`src/pkg/jds_defines.vh`:
```
// Shared constants for the jet drop firing sequencer
`ifndef JDS_DEFINES_VH
`define JDS_DEFINES_VH

////////////////////////////////////////////////////////////////////////
// Timing
`define JDS_CLK_PERIOD_NS 4
`define JDS_TICK_NS       100000
`define JDS_TICK_CYCLES   (`JDS_TICK_NS / `JDS_CLK_PERIOD_NS)

////////////////////////////////////////////////////////////////////////
// Recipe store layout: word index = {recipe[2:0], field[2:0]}
`define JDS_NUM_RECIPES   3'h6
`define JDS_F_MODE        3'h0
`define JDS_F_DROPS       3'h1
`define JDS_F_REFILL      3'h2
`define JDS_F_DWELL       3'h3
`define JDS_F_EXTRA       3'h4
`define JDS_F_PRESS       3'h5
`define JDS_F_COMP        3'h6
`define JDS_F_RSVD        3'h7
`define JDS_MODE_BIT      0
`define JDS_MODE_PULSE    1'b0
`define JDS_MODE_LEVEL    1'b1

////////////////////////////////////////////////////////////////////////
// Register word addresses
`define JDS_A_RECIPE_END  6'h30
`define JDS_A_SELECT      6'h30
`define JDS_A_CMD         6'h31
`define JDS_A_STATUS      6'h32
`define JDS_A_DONE        6'h33
`define JDS_A_TIMER       6'h34

////////////////////////////////////////////////////////////////////////
// Command register bits (write one to act)
`define JDS_C_DROP_INC    0
`define JDS_C_DROP_DEC    1
`define JDS_C_PRESS_INC   2
`define JDS_C_PRESS_DEC   3
`define JDS_C_MODE_TOG    4
`define JDS_C_JET_TOG     5

////////////////////////////////////////////////////////////////////////
// Status register bits
`define JDS_S_BUSY        0
`define JDS_S_VALVE       1
`define JDS_S_MANUAL      2
`define JDS_S_FLUID       3
`define JDS_S_LEVEL       4
`define JDS_S_RECIPE_LO   5
`define JDS_S_STATE_LO    8

////////////////////////////////////////////////////////////////////////
// Reset values of every recipe, then the drop and pressure limits
`define JDS_RST_MODE      16'h0000
`define JDS_RST_DROPS     16'h0001
`define JDS_RST_REFILL    16'h000A
`define JDS_RST_DWELL     16'h000A
`define JDS_RST_EXTRA     16'h0000
`define JDS_RST_PRESS     16'h00C8
`define JDS_RST_COMP      16'h0000
`define JDS_DROPS_MAX     16'hFFFF
`define JDS_PRESS_MAX     16'hFFFF

`endif

```
`src/hw/jds_sync.v`:
```
// Two-stage synchroniser for asynchronous input pins
`timescale 1ns/1ns
module jds_sync #(
	parameter W = 1
) (
	input  wire         clock,
	input  wire         nrst,
	input  wire [W-1:0] din,
	output reg  [W-1:0] dout
);
	reg [W-1:0] stage1;

	always @(posedge clock) begin
		if (!nrst) begin
			stage1 <= {W{1'b0}};
			dout   <= {W{1'b0}};
		end else begin
			stage1 <= din;
			dout   <= stage1;
		end
	end
endmodule // jds_sync

```
`src/hw/jds_tick.v`:
```
// Divider giving one-cycle 0.1 ms tick enables
`timescale 1ns/1ns
module jds_tick #(
	parameter CYCLES = 25000,
	parameter CW     = 16
) (
	input  wire clock,
	input  wire nrst,
	input  wire clear,
	output reg  tick
);
	localparam integer  LAST_I = CYCLES - 1;
	localparam [CW-1:0] LAST   = LAST_I[CW-1:0];
	reg [CW-1:0] count;

	// Clear realigns the tick so a sequence starts on a full period
	always @(posedge clock) begin
		if (!nrst || clear) begin
			count <= {CW{1'b0}};
			tick  <= 1'b0;
		end else if (count == LAST) begin
			count <= {CW{1'b0}};
			tick  <= 1'b1;
		end else begin
			count <= count + 1'b1;
			tick  <= 1'b0;
		end
	end
endmodule // jds_tick

```
`src/hw/jds_sequencer.v`:
```
// Jet drop firing sequencer: recipe store, drop timing, valve drive
//
// What this block does
// - Manual button fires current recipe immediately
// - Six recipes, one selectable as current
// - Each recipe keeps all its own settings
// - Trigger mode pulse or level, toggleable
// - Pulse trigger dispenses drop count, zero giving one drop
// - Level mode fires while trigger held
// - Button in level mode acts as pulse
// - Drop count per trigger, step one
// - Valve open for refill time, 0.1 ms
// - Valve closed for dwell time, 0.1 ms
// - Extra open time: pulse all, level first
// - Manual valve open/close toggle with status
// - Pressure setpoint steps by 0.1 psi
// - Fluid air switch gates pressure immediately
// - Busy status output to robot
// - Stop input aborts firing sequence
//
// Our own choices: the register addresses and the strobed register port.
`include "jds_defines.vh"
`timescale 1ns/1ns
module jds_sequencer #(
	parameter TICK_CYCLES = `JDS_TICK_CYCLES,
	parameter DW          = 16
) (
	input  wire          clock,
	input  wire          nrst,
	input  wire [5:0]    addr,
	input  wire [DW-1:0] wrData,
	input  wire          wrStrobe,
	input  wire          rdStrobe,
	output reg  [DW-1:0] rdData,
	input  wire [5:0]    recipeLine,
	input  wire          stopIn,
	input  wire          fireButton,
	input  wire          fluidAirSwitch,
	output reg           busy,
	output reg           firingLed,
	output reg           jetValve,
	output reg           jetOpenStatus,
	output reg           fluidAirEnable,
	output reg  [DW-1:0] pressureSetpoint
);
	localparam [1:0] ST_IDLE  = 2'h0;
	localparam [1:0] ST_PREP  = 2'h1;
	localparam [1:0] ST_OPEN  = 2'h2;
	localparam [1:0] ST_CLOSE = 2'h3;
	// Spare bit so refill plus extra cannot wrap
	localparam       CW       = DW + 1;

	////////////////////////////////////////////////////////////////////
	// Input synchronisers and edge detection
	wire [8:0] syncIn;
	wire       tick;
	reg  [6:0] prevIn;
	wire [5:0] lineLvl   = syncIn[5:0];
	wire       stopLvl   = syncIn[6];
	wire       buttonLvl = syncIn[7];
	wire       fluidLvl  = syncIn[8];
	wire [5:0] lineRise  = lineLvl & ~prevIn[5:0];
	wire       buttonRise = buttonLvl & ~prevIn[6];

	jds_sync #(
		.W (9)
	) u_sync (
		.clock (clock),
		.nrst  (nrst),
		.din   ({fluidAirSwitch, fireButton, stopIn, recipeLine}),
		.dout  (syncIn)
	);

	// Starts low like every idle pin, so reset makes no false edge
	always @(posedge clock) begin
		if (!nrst) begin
			prevIn <= 7'h00;
		end else begin
			prevIn <= {buttonLvl, lineLvl};
		end
	end

	////////////////////////////////////////////////////////////////////
	// State and recipe store
	reg [DW-1:0] recipeMem [0:47];
	reg [2:0]    curRecipe;
	reg          manualOpen;
	reg [1:0]    state;
	reg [CW-1:0] cnt;
	reg [DW-1:0] dropsLeft;
	reg [DW-1:0] dropsDone;
	reg          firstDrop;
	reg          levelRun;
	reg [2:0]    activeLine;

	reg [1:0]    next_state;
	reg [CW-1:0] next_cnt;
	reg [DW-1:0] next_dropsLeft;
	reg          next_firstDrop;
	reg          next_levelRun;
	reg [2:0]    next_activeLine;
	reg          startNow;
	reg [2:0]    startRecipe;

	wire [DW-1:0] curMode   = recipeMem[{curRecipe, `JDS_F_MODE}];
	wire [DW-1:0] curDrops  = recipeMem[{curRecipe, `JDS_F_DROPS}];
	wire [DW-1:0] curRefill = recipeMem[{curRecipe, `JDS_F_REFILL}];
	wire [DW-1:0] curDwell  = recipeMem[{curRecipe, `JDS_F_DWELL}];
	wire [DW-1:0] curExtra  = recipeMem[{curRecipe, `JDS_F_EXTRA}];
	wire [DW-1:0] curPress  = recipeMem[{curRecipe, `JDS_F_PRESS}];

	wire [CW-1:0] openFirst = {1'b0, curRefill} + {1'b0, curExtra};
	wire [CW-1:0] openNext  = levelRun ? {1'b0, curRefill} : openFirst;
	// Index past the six lines reads as released
	wire          lineHeld  = (activeLine < `JDS_NUM_RECIPES) ? lineLvl[activeLine] : 1'b0;
	wire          moreDrops = levelRun ? lineHeld : (dropsLeft > 16'h0001);

	// With both bits set, increment wins below the maximum and decrement wins at it
	wire          cmdWrite  = wrStrobe && (addr == `JDS_A_CMD);

	// Lowest index wins when several lines rise together
	function [2:0] firstLine;
		input [5:0] v;
		integer     i;
		begin
			firstLine = 3'h0;
			for (i = 5; i >= 0; i = i - 1) begin
				if (v[i]) begin
					firstLine = i[2:0];
				end
			end
		end
	endfunction

	////////////////////////////////////////////////////////////////////
	// Recipe store, selection and manual controls
	integer r;
	always @(posedge clock) begin
		if (!nrst) begin
			for (r = 0; r < 6; r = r + 1) begin
				recipeMem[r * 8 + 0] <= `JDS_RST_MODE;
				recipeMem[r * 8 + 1] <= `JDS_RST_DROPS;
				recipeMem[r * 8 + 2] <= `JDS_RST_REFILL;
				recipeMem[r * 8 + 3] <= `JDS_RST_DWELL;
				recipeMem[r * 8 + 4] <= `JDS_RST_EXTRA;
				recipeMem[r * 8 + 5] <= `JDS_RST_PRESS;
				recipeMem[r * 8 + 6] <= `JDS_RST_COMP;
				recipeMem[r * 8 + 7] <= {DW{1'b0}};
			end
			curRecipe  <= 3'h0;
			manualOpen <= 1'b0;
		end else begin
			// Reserved field of each recipe stays zero
			if (wrStrobe && addr < `JDS_A_RECIPE_END && addr[2:0] != `JDS_F_RSVD) begin
				recipeMem[addr] <= wrData;
			end
			if (cmdWrite) begin
				if (wrData[`JDS_C_DROP_INC] && curDrops != `JDS_DROPS_MAX) begin
					recipeMem[{curRecipe, `JDS_F_DROPS}] <= curDrops + 1'b1;
				end else if (wrData[`JDS_C_DROP_DEC] && curDrops > 16'h0001) begin
					recipeMem[{curRecipe, `JDS_F_DROPS}] <= curDrops - 1'b1;
				end
				if (wrData[`JDS_C_PRESS_INC] && curPress != `JDS_PRESS_MAX) begin
					recipeMem[{curRecipe, `JDS_F_PRESS}] <= curPress + 1'b1;
				end else if (wrData[`JDS_C_PRESS_DEC] && curPress != 16'h0000) begin
					recipeMem[{curRecipe, `JDS_F_PRESS}] <= curPress - 1'b1;
				end
				if (wrData[`JDS_C_MODE_TOG]) begin
					recipeMem[{curRecipe, `JDS_F_MODE}] <= curMode ^ 16'h0001;
				end
				if (wrData[`JDS_C_JET_TOG]) begin
					manualOpen <= ~manualOpen;
				end
			end
			// A line start beats a bus select in the same cycle
			// Current recipe select
			if (startNow) begin
				curRecipe <= startRecipe;
			end else if (wrStrobe && addr == `JDS_A_SELECT && wrData < 16'h0006) begin
				curRecipe <= wrData[2:0];
			end
		end
	end

	////////////////////////////////////////////////////////////////////
	// Firing sequence next-state logic
	always @* begin
		next_state      = state;
		next_cnt        = cnt;
		next_dropsLeft  = dropsLeft;
		next_firstDrop  = firstDrop;
		next_levelRun   = levelRun;
		next_activeLine = activeLine;
		startNow        = 1'b0;
		startRecipe     = curRecipe;
		if (cnt != {CW{1'b0}} && tick) begin
			next_cnt = cnt - 1'b1;
		end
		case (state)
			ST_IDLE: begin
				if (!stopLvl && buttonRise) begin
					startNow      = 1'b1;
					next_levelRun = 1'b0;
					next_state    = ST_PREP;
				end else if (!stopLvl && lineRise != 6'h00) begin
					startNow        = 1'b1;
					startRecipe     = firstLine(lineRise);
					next_activeLine = startRecipe;
					next_levelRun   = recipeMem[{startRecipe, `JDS_F_MODE}][`JDS_MODE_BIT];
					next_state      = ST_PREP;
				end
			end
			ST_PREP: begin
				next_dropsLeft = (curDrops == 16'h0000) ? 16'h0001 : curDrops;
				next_firstDrop = 1'b1;
				next_cnt       = openFirst;
				next_state     = ST_OPEN;
			end
			ST_OPEN: begin
				if (cnt == {CW{1'b0}}) begin
					next_cnt   = {1'b0, curDwell};
					next_state = ST_CLOSE;
				end
			end
			ST_CLOSE: begin
				if (cnt == {CW{1'b0}}) begin
					if (moreDrops) begin
						next_dropsLeft = dropsLeft - 1'b1;
						next_firstDrop = 1'b0;
						next_cnt       = openNext;
						next_state     = ST_OPEN;
					end else begin
						next_state = ST_IDLE;
					end
				end
			end
			default: begin
				next_state = ST_IDLE;
			end
		endcase
		// Manual valve is left as the operator set it
		// Stop aborts at once
		if (stopLvl) begin
			next_state = ST_IDLE;
			next_cnt   = {CW{1'b0}};
		end
	end

	// Divider restarts with each sequence so phases are whole ticks
	jds_tick #(
		.CYCLES (TICK_CYCLES),
		// Wide enough for the full-speed tick count
		.CW     (24)
	) u_tick (
		.clock (clock),
		.nrst  (nrst),
		.clear (startNow),
		.tick  (tick)
	);

	////////////////////////////////////////////////////////////////////
	// Sequencer registers and outputs
	always @(posedge clock) begin
		if (!nrst) begin
			state            <= ST_IDLE;
			cnt              <= {CW{1'b0}};
			dropsLeft        <= {DW{1'b0}};
			dropsDone        <= {DW{1'b0}};
			firstDrop        <= 1'b0;
			levelRun         <= 1'b0;
			activeLine       <= 3'h0;
			busy             <= 1'b0;
			firingLed        <= 1'b0;
			jetValve         <= 1'b0;
			jetOpenStatus    <= 1'b0;
			fluidAirEnable   <= 1'b0;
			pressureSetpoint <= {DW{1'b0}};
		end else begin
			state      <= next_state;
			cnt        <= next_cnt;
			dropsLeft  <= next_dropsLeft;
			firstDrop  <= next_firstDrop;
			levelRun   <= next_levelRun;
			activeLine <= next_activeLine;
			// Drops started in this sequence, for read-back
			if (startNow) begin
				dropsDone <= {DW{1'b0}};
			end else if (next_state == ST_OPEN && state != ST_OPEN) begin
				dropsDone <= dropsDone + 1'b1;
			end
			busy             <= (next_state != ST_IDLE);
			firingLed        <= (next_state != ST_IDLE);
			jetValve         <= (next_state == ST_OPEN) || manualOpen;
			jetOpenStatus    <= manualOpen;
			fluidAirEnable   <= fluidLvl;
			pressureSetpoint <= curPress;
		end
	end

	////////////////////////////////////////////////////////////////////
	// Register reads, data in the cycle after the strobe
	// Reserved field and unmapped words read as zero
	always @(posedge clock) begin
		if (!nrst) begin
			rdData <= {DW{1'b0}};
		end else if (rdStrobe) begin
			if (addr < `JDS_A_RECIPE_END) begin
				rdData <= (addr[2:0] == `JDS_F_RSVD) ? {DW{1'b0}} : recipeMem[addr];
			end else begin
				case (addr)
					`JDS_A_SELECT: rdData <= {13'h0000, curRecipe};
					// Bit ten: sequence still on its first drop
					`JDS_A_STATUS: rdData <= {5'h00, firstDrop, state, curRecipe,
						curMode[`JDS_MODE_BIT], fluidAirEnable, manualOpen,
						jetValve, busy};
					`JDS_A_DONE:   rdData <= dropsDone;
					`JDS_A_TIMER:  rdData <= cnt[DW-1:0];
					default:       rdData <= {DW{1'b0}};
				endcase
			end
		end
	end
endmodule // jds_sequencer

```
`config.mk`:
```
export PLATFORM = sky130hd
export DESIGN_NAME = jds_sequencer
export DESIGN_NICKNAME = d
export VERILOG_FILES = /design/src/hw/jds_sync.v /design/src/hw/jds_tick.v /design/src/hw/jds_sequencer.v
export VERILOG_INCLUDE_DIRS = /design/src /design/src/pkg
export SDC_FILE = /design/constraint.sdc
export NUM_CORES = 2
export LEC_CHECK = 0
export ABC_AREA = 0
export ABC_CLOCK_PERIOD_IN_PS = 6180
export BUFFER_PORTS_ARGS = -buffer_cell sky130_fd_sc_hd__buf_2
export CAP_MARGIN = 20
export CORE_MARGIN = 2
export CORE_UTILIZATION = 35
export DETAILED_ROUTE_END_ITERATION = 16
export PLACE_DENSITY_LB_ADDON = 0.25
export SYNTH_ARGS = -nofsm -noshare
export SYNTH_HDL_FRONTEND = slang
export SYNTH_SLANG_ARGS = --single-unit
```
`constraint.sdc`:
```
create_clock -name clock -period 6.18 [get_ports clock]
set_input_delay 0.927 -clock clock [delete_from_list [all_inputs] [get_ports clock]]
set_output_delay 0.927 -clock clock [all_outputs]
set_load 0.05 [all_outputs]
```
==> impl_metrics.env <==
export IMPL_status="finished clean"
export IMPL_slew_headroom_pct=19.8
export IMPL_dp_hpwl_mm=165
export IMPL_fin_crit_sh_pct=94.0
export IMPL_synthArstFlopShare_pct=0
export IMPL_reg2reg_depth=20
export IMPL_grt_pass1_vias=37600
export IMPL_cap_viol_max_count=0
export IMPL_fmax_ghz=0.172
export IMPL_setup_viol=0
export IMPL_min_period_ns=5.81
export IMPL_start_util_pct=35.3
export IMPL_path_delay_family="compound AO/OA/AOI/OAI gates"
export IMPL_final_common_cell="edfxtp_1"
export IMPL_vias_per_cell=6.20
export IMPL_critical_path_buf_inv_count=4
export IMPL_grt_max_degree=106
export IMPL_final_area_sq_um=64100
export IMPL_crit_path_end_kind="register"
export IMPL_cp_max_fo=47
export IMPL_synthDistinctLibCells=86
export IMPL_path_depth=20
export IMPL_drive_above_1_share_pct=24.7
export IMPL_fin_nets=4363
export IMPL_finalHoldViolations=0
export IMPL_min_path_cells=2
export IMPL_grt_pass1_wl_mm=312
export IMPL_arrival_ns=6.28
export IMPL_yosysWarnings=0
export IMPL_seq_area_frac_synth_pct=57.5
export IMPL_min_path_type="primary input to register"
export IMPL_core_area_sq_um=157000
export IMPL_slew_viol_final=0
export IMPL_skew_ns=0.0281
export IMPL_path_cells="buf_12 -> or3_1 -> o31ai_1 -> a41oi_1 -> nor4_2 -> nand4_1 -> nand3_1 -> inv_1 -> ha_1 -> nor2b_1 -> o21ai_0 -> a21boi_0 -> o211a_1 -> o21ai_0 -> a21oi_1 -> o21a_1 -> or3_1 -> a31oi_4 -> buf_12 -> inv_1"
export IMPL_clk_latency_ns=0.76
export IMPL_pin_count=72
export IMPL_clk_path_buf_depth=3
export IMPL_hold_buffers=0
export IMPL_power_leakage_nw=22.2
export IMPL_clk_root_buffer_cell="clkbuf_16"
export IMPL_synthesis_area_sq_um=55300
export IMPL_crit_type="register to register"
export IMPL_drc_errors=0
export IMPL_die_w_um=401
export IMPL_critPathLaunchType="register"
export IMPL_cts_tree="yes"
export IMPL_syn_to_final_growth_pct=15.9
export IMPL_slowest_stage="dfxtp_4"
export IMPL_powerDensity_nw_per_um2=323
export IMPL_gr_total_overflow=0
export IMPL_crit_path_max_incr_delay_ns=0.47
export IMPL_ir_drop_uv=290
export IMPL_dr_pass1_iters=6
export IMPL_htree_levels=3
export IMPL_synth_edf_count=960
export IMPL_wl_mm=231
export IMPL_cp_required_ns=6.65
export IMPL_path_clk_slew_ns=0.06
export IMPL_rsz0062_at_grt="false"
export IMPL_antenna_found_initial=10
export IMPL_fin_util_pct=40.9
export IMPL_synth_seq_cells=1109
export IMPL_dieArea_sq_um=161000
export IMPL_whs_ns=0.390
export IMPL_gp_congestion=0.968
export IMPL_synthCells=3959
export IMPL_worst_pin_slew_ns=1.19
export IMPL_ys_flop_type="edfxtp_1"
export IMPL_drtIter0Drc=5827
export IMPL_wl_per_cell_um=35.8
export IMPL_vias=40000
export IMPL_avgSynthCellArea_sq_um=14.0
export IMPL_fill_cells=14500
export IMPL_postRouteAntennaNets=0
export IMPL_final_cell_mix="edfxtp_1 (960), nor2_1 (676), mux4_2 (432)"
export IMPL_portBuffers=71
export IMPL_cts_sinks=1109
export IMPL_tns_ns=0
export IMPL_dp_cells=6214
export IMPL_place_area_sq_um=60000
export IMPL_die_height_um=401
export IMPL_row_count=145
export IMPL_grtUsageTotal_pct=28.0
export IMPL_cts_buffers=118
export IMPL_stdcell_count=6450
## layer usage
metal	track usage [%]	vias up	wire length [um]
met5	0	-	54
met4	15.2	6	14500
met3	7.99	534	29600
met2	41.6	3005	100000
met1	37.1	20600	86700
li1	-	15900	-
## sequential cells by signal, summed over array words and instances, names as in the netlist, 7 cells and up, named ones only
signal	flops
dropsDone	16
u_sync.stage1	9
recipeMem	960
pressureSetpoint	16
prevIn	7
rdData	16
cnt	17
u_tick.count	24
u_sync.dout	9
dropsLeft	16
## what timing repair did
item                                    CTS  global route
endpoints found under the setup margin    0           117
endpoints found under the hold margin     0             0
resized for setup                         0             1
buffers inserted                          0            10
## per-stage QoR
| step | power [W] | setup WS, ns |
|---|---|---|
| detailed placement | 0.0134 | 0.209 |
| finish | 0.0207 | 0.369 |
| CTS | 0.0205 | 0.149 |
| floorplan | 0.0115 | 0.424 |
| global placement | 0.0134 | 0.234 |
| global route | 0.0212 | 0.0542 |
## cells in the mapped netlist, drive strengths merged, types with 4 or more instances
library cell	n	area, sq um
a211oi	15	113
a21boi	5	45.0
a21o	10	75.1
a21oi	68	340
a221oi	19	166
a22o	9	78.8
a22oi	10	75.1
a31oi	13	113
and2	46	288
and3	15	93.8
buf	159	820
clkbuf	154	578
dfxtp	149	2980
edfxtp	960	28800
ha	39	488
inv	63	236
mux2	53	597
mux2i	138	1450
mux4	432	9730
nand2	227	855
nand2b	18	113
nand3	56	285
nand3b	7	52.6
nand4	20	125
nor2	677	2540
nor2b	18	113
nor3	55	275
nor3b	6	56.3
nor4	21	144
nor4b	4	35.0
o211ai	6	45.0
o21a	10	75.1
o21ai	79	410
o22a	11	96.3
o22ai	213	1350
o31ai	19	156
o41ai	4	53.8
or2	5	31.3
or3	9	61.3
or4	13	105
xnor2	48	495
xor2	37	354
## layout make-up
type | count | area, sq um | share of cell area (%)
Inverter | 65 | 245 | 0.383
Multi-Input combinational cell | 2663 | 22800 | 35.6
Clock buffer | 147 | 3230 | 5.03
Clock inverter | 75 | 664 | 1.04
Tap cell | 2058 | 2570 | 4.02
Timing Repair Buffer | 330 | 2730 | 4.26
Antenna cell | 3 | 7.51 | 0.0117
Sequential cell | 1109 | 31800 | 49.7
## where the power goes
group	leakage (nW)	switching [W]	internal, W
sequential	10.7	0.000285	0.00850
combinational	9.62	0.00295	0.00166
clock	1.93	0.00314	0.00414
total	22.2	0.00637	0.0143
## path summary, 6_finish.rpt
check	start	end	slack (ns)
setup / recovery	register	recipeMem[52][14]$_DFFE_PP_	0.37
hold / removal	recipeLine[3]	u_sync.stage1[3]$_SDFF_PN0_	0.39
setup reg to reg	register	recipeMem[52][14]$_DFFE_PP_	0.37
hold reg to reg	u_sync.stage1[1]$_SDFF_PN0_	u_sync.dout[1]$_SDFF_PN0_	0.44
## cells by family after synthesis
| family | count (synthesis) | share of synthesized area [%] |
|---|---|---|
| compound gates | 522 | 6.30 |
| xor+xnor | 85 | 1.54 |
| fa+ha+maj | 41 | 0.955 |
| buf+inv | 378 | 2.97 |
| flops | 1109 | 57.5 |
| mux | 623 | 21.3 |
| other cells | 1 | 0.00678 |
| simple gates | 1200 | 9.40 |
Power figures use the tool's default switching activity.
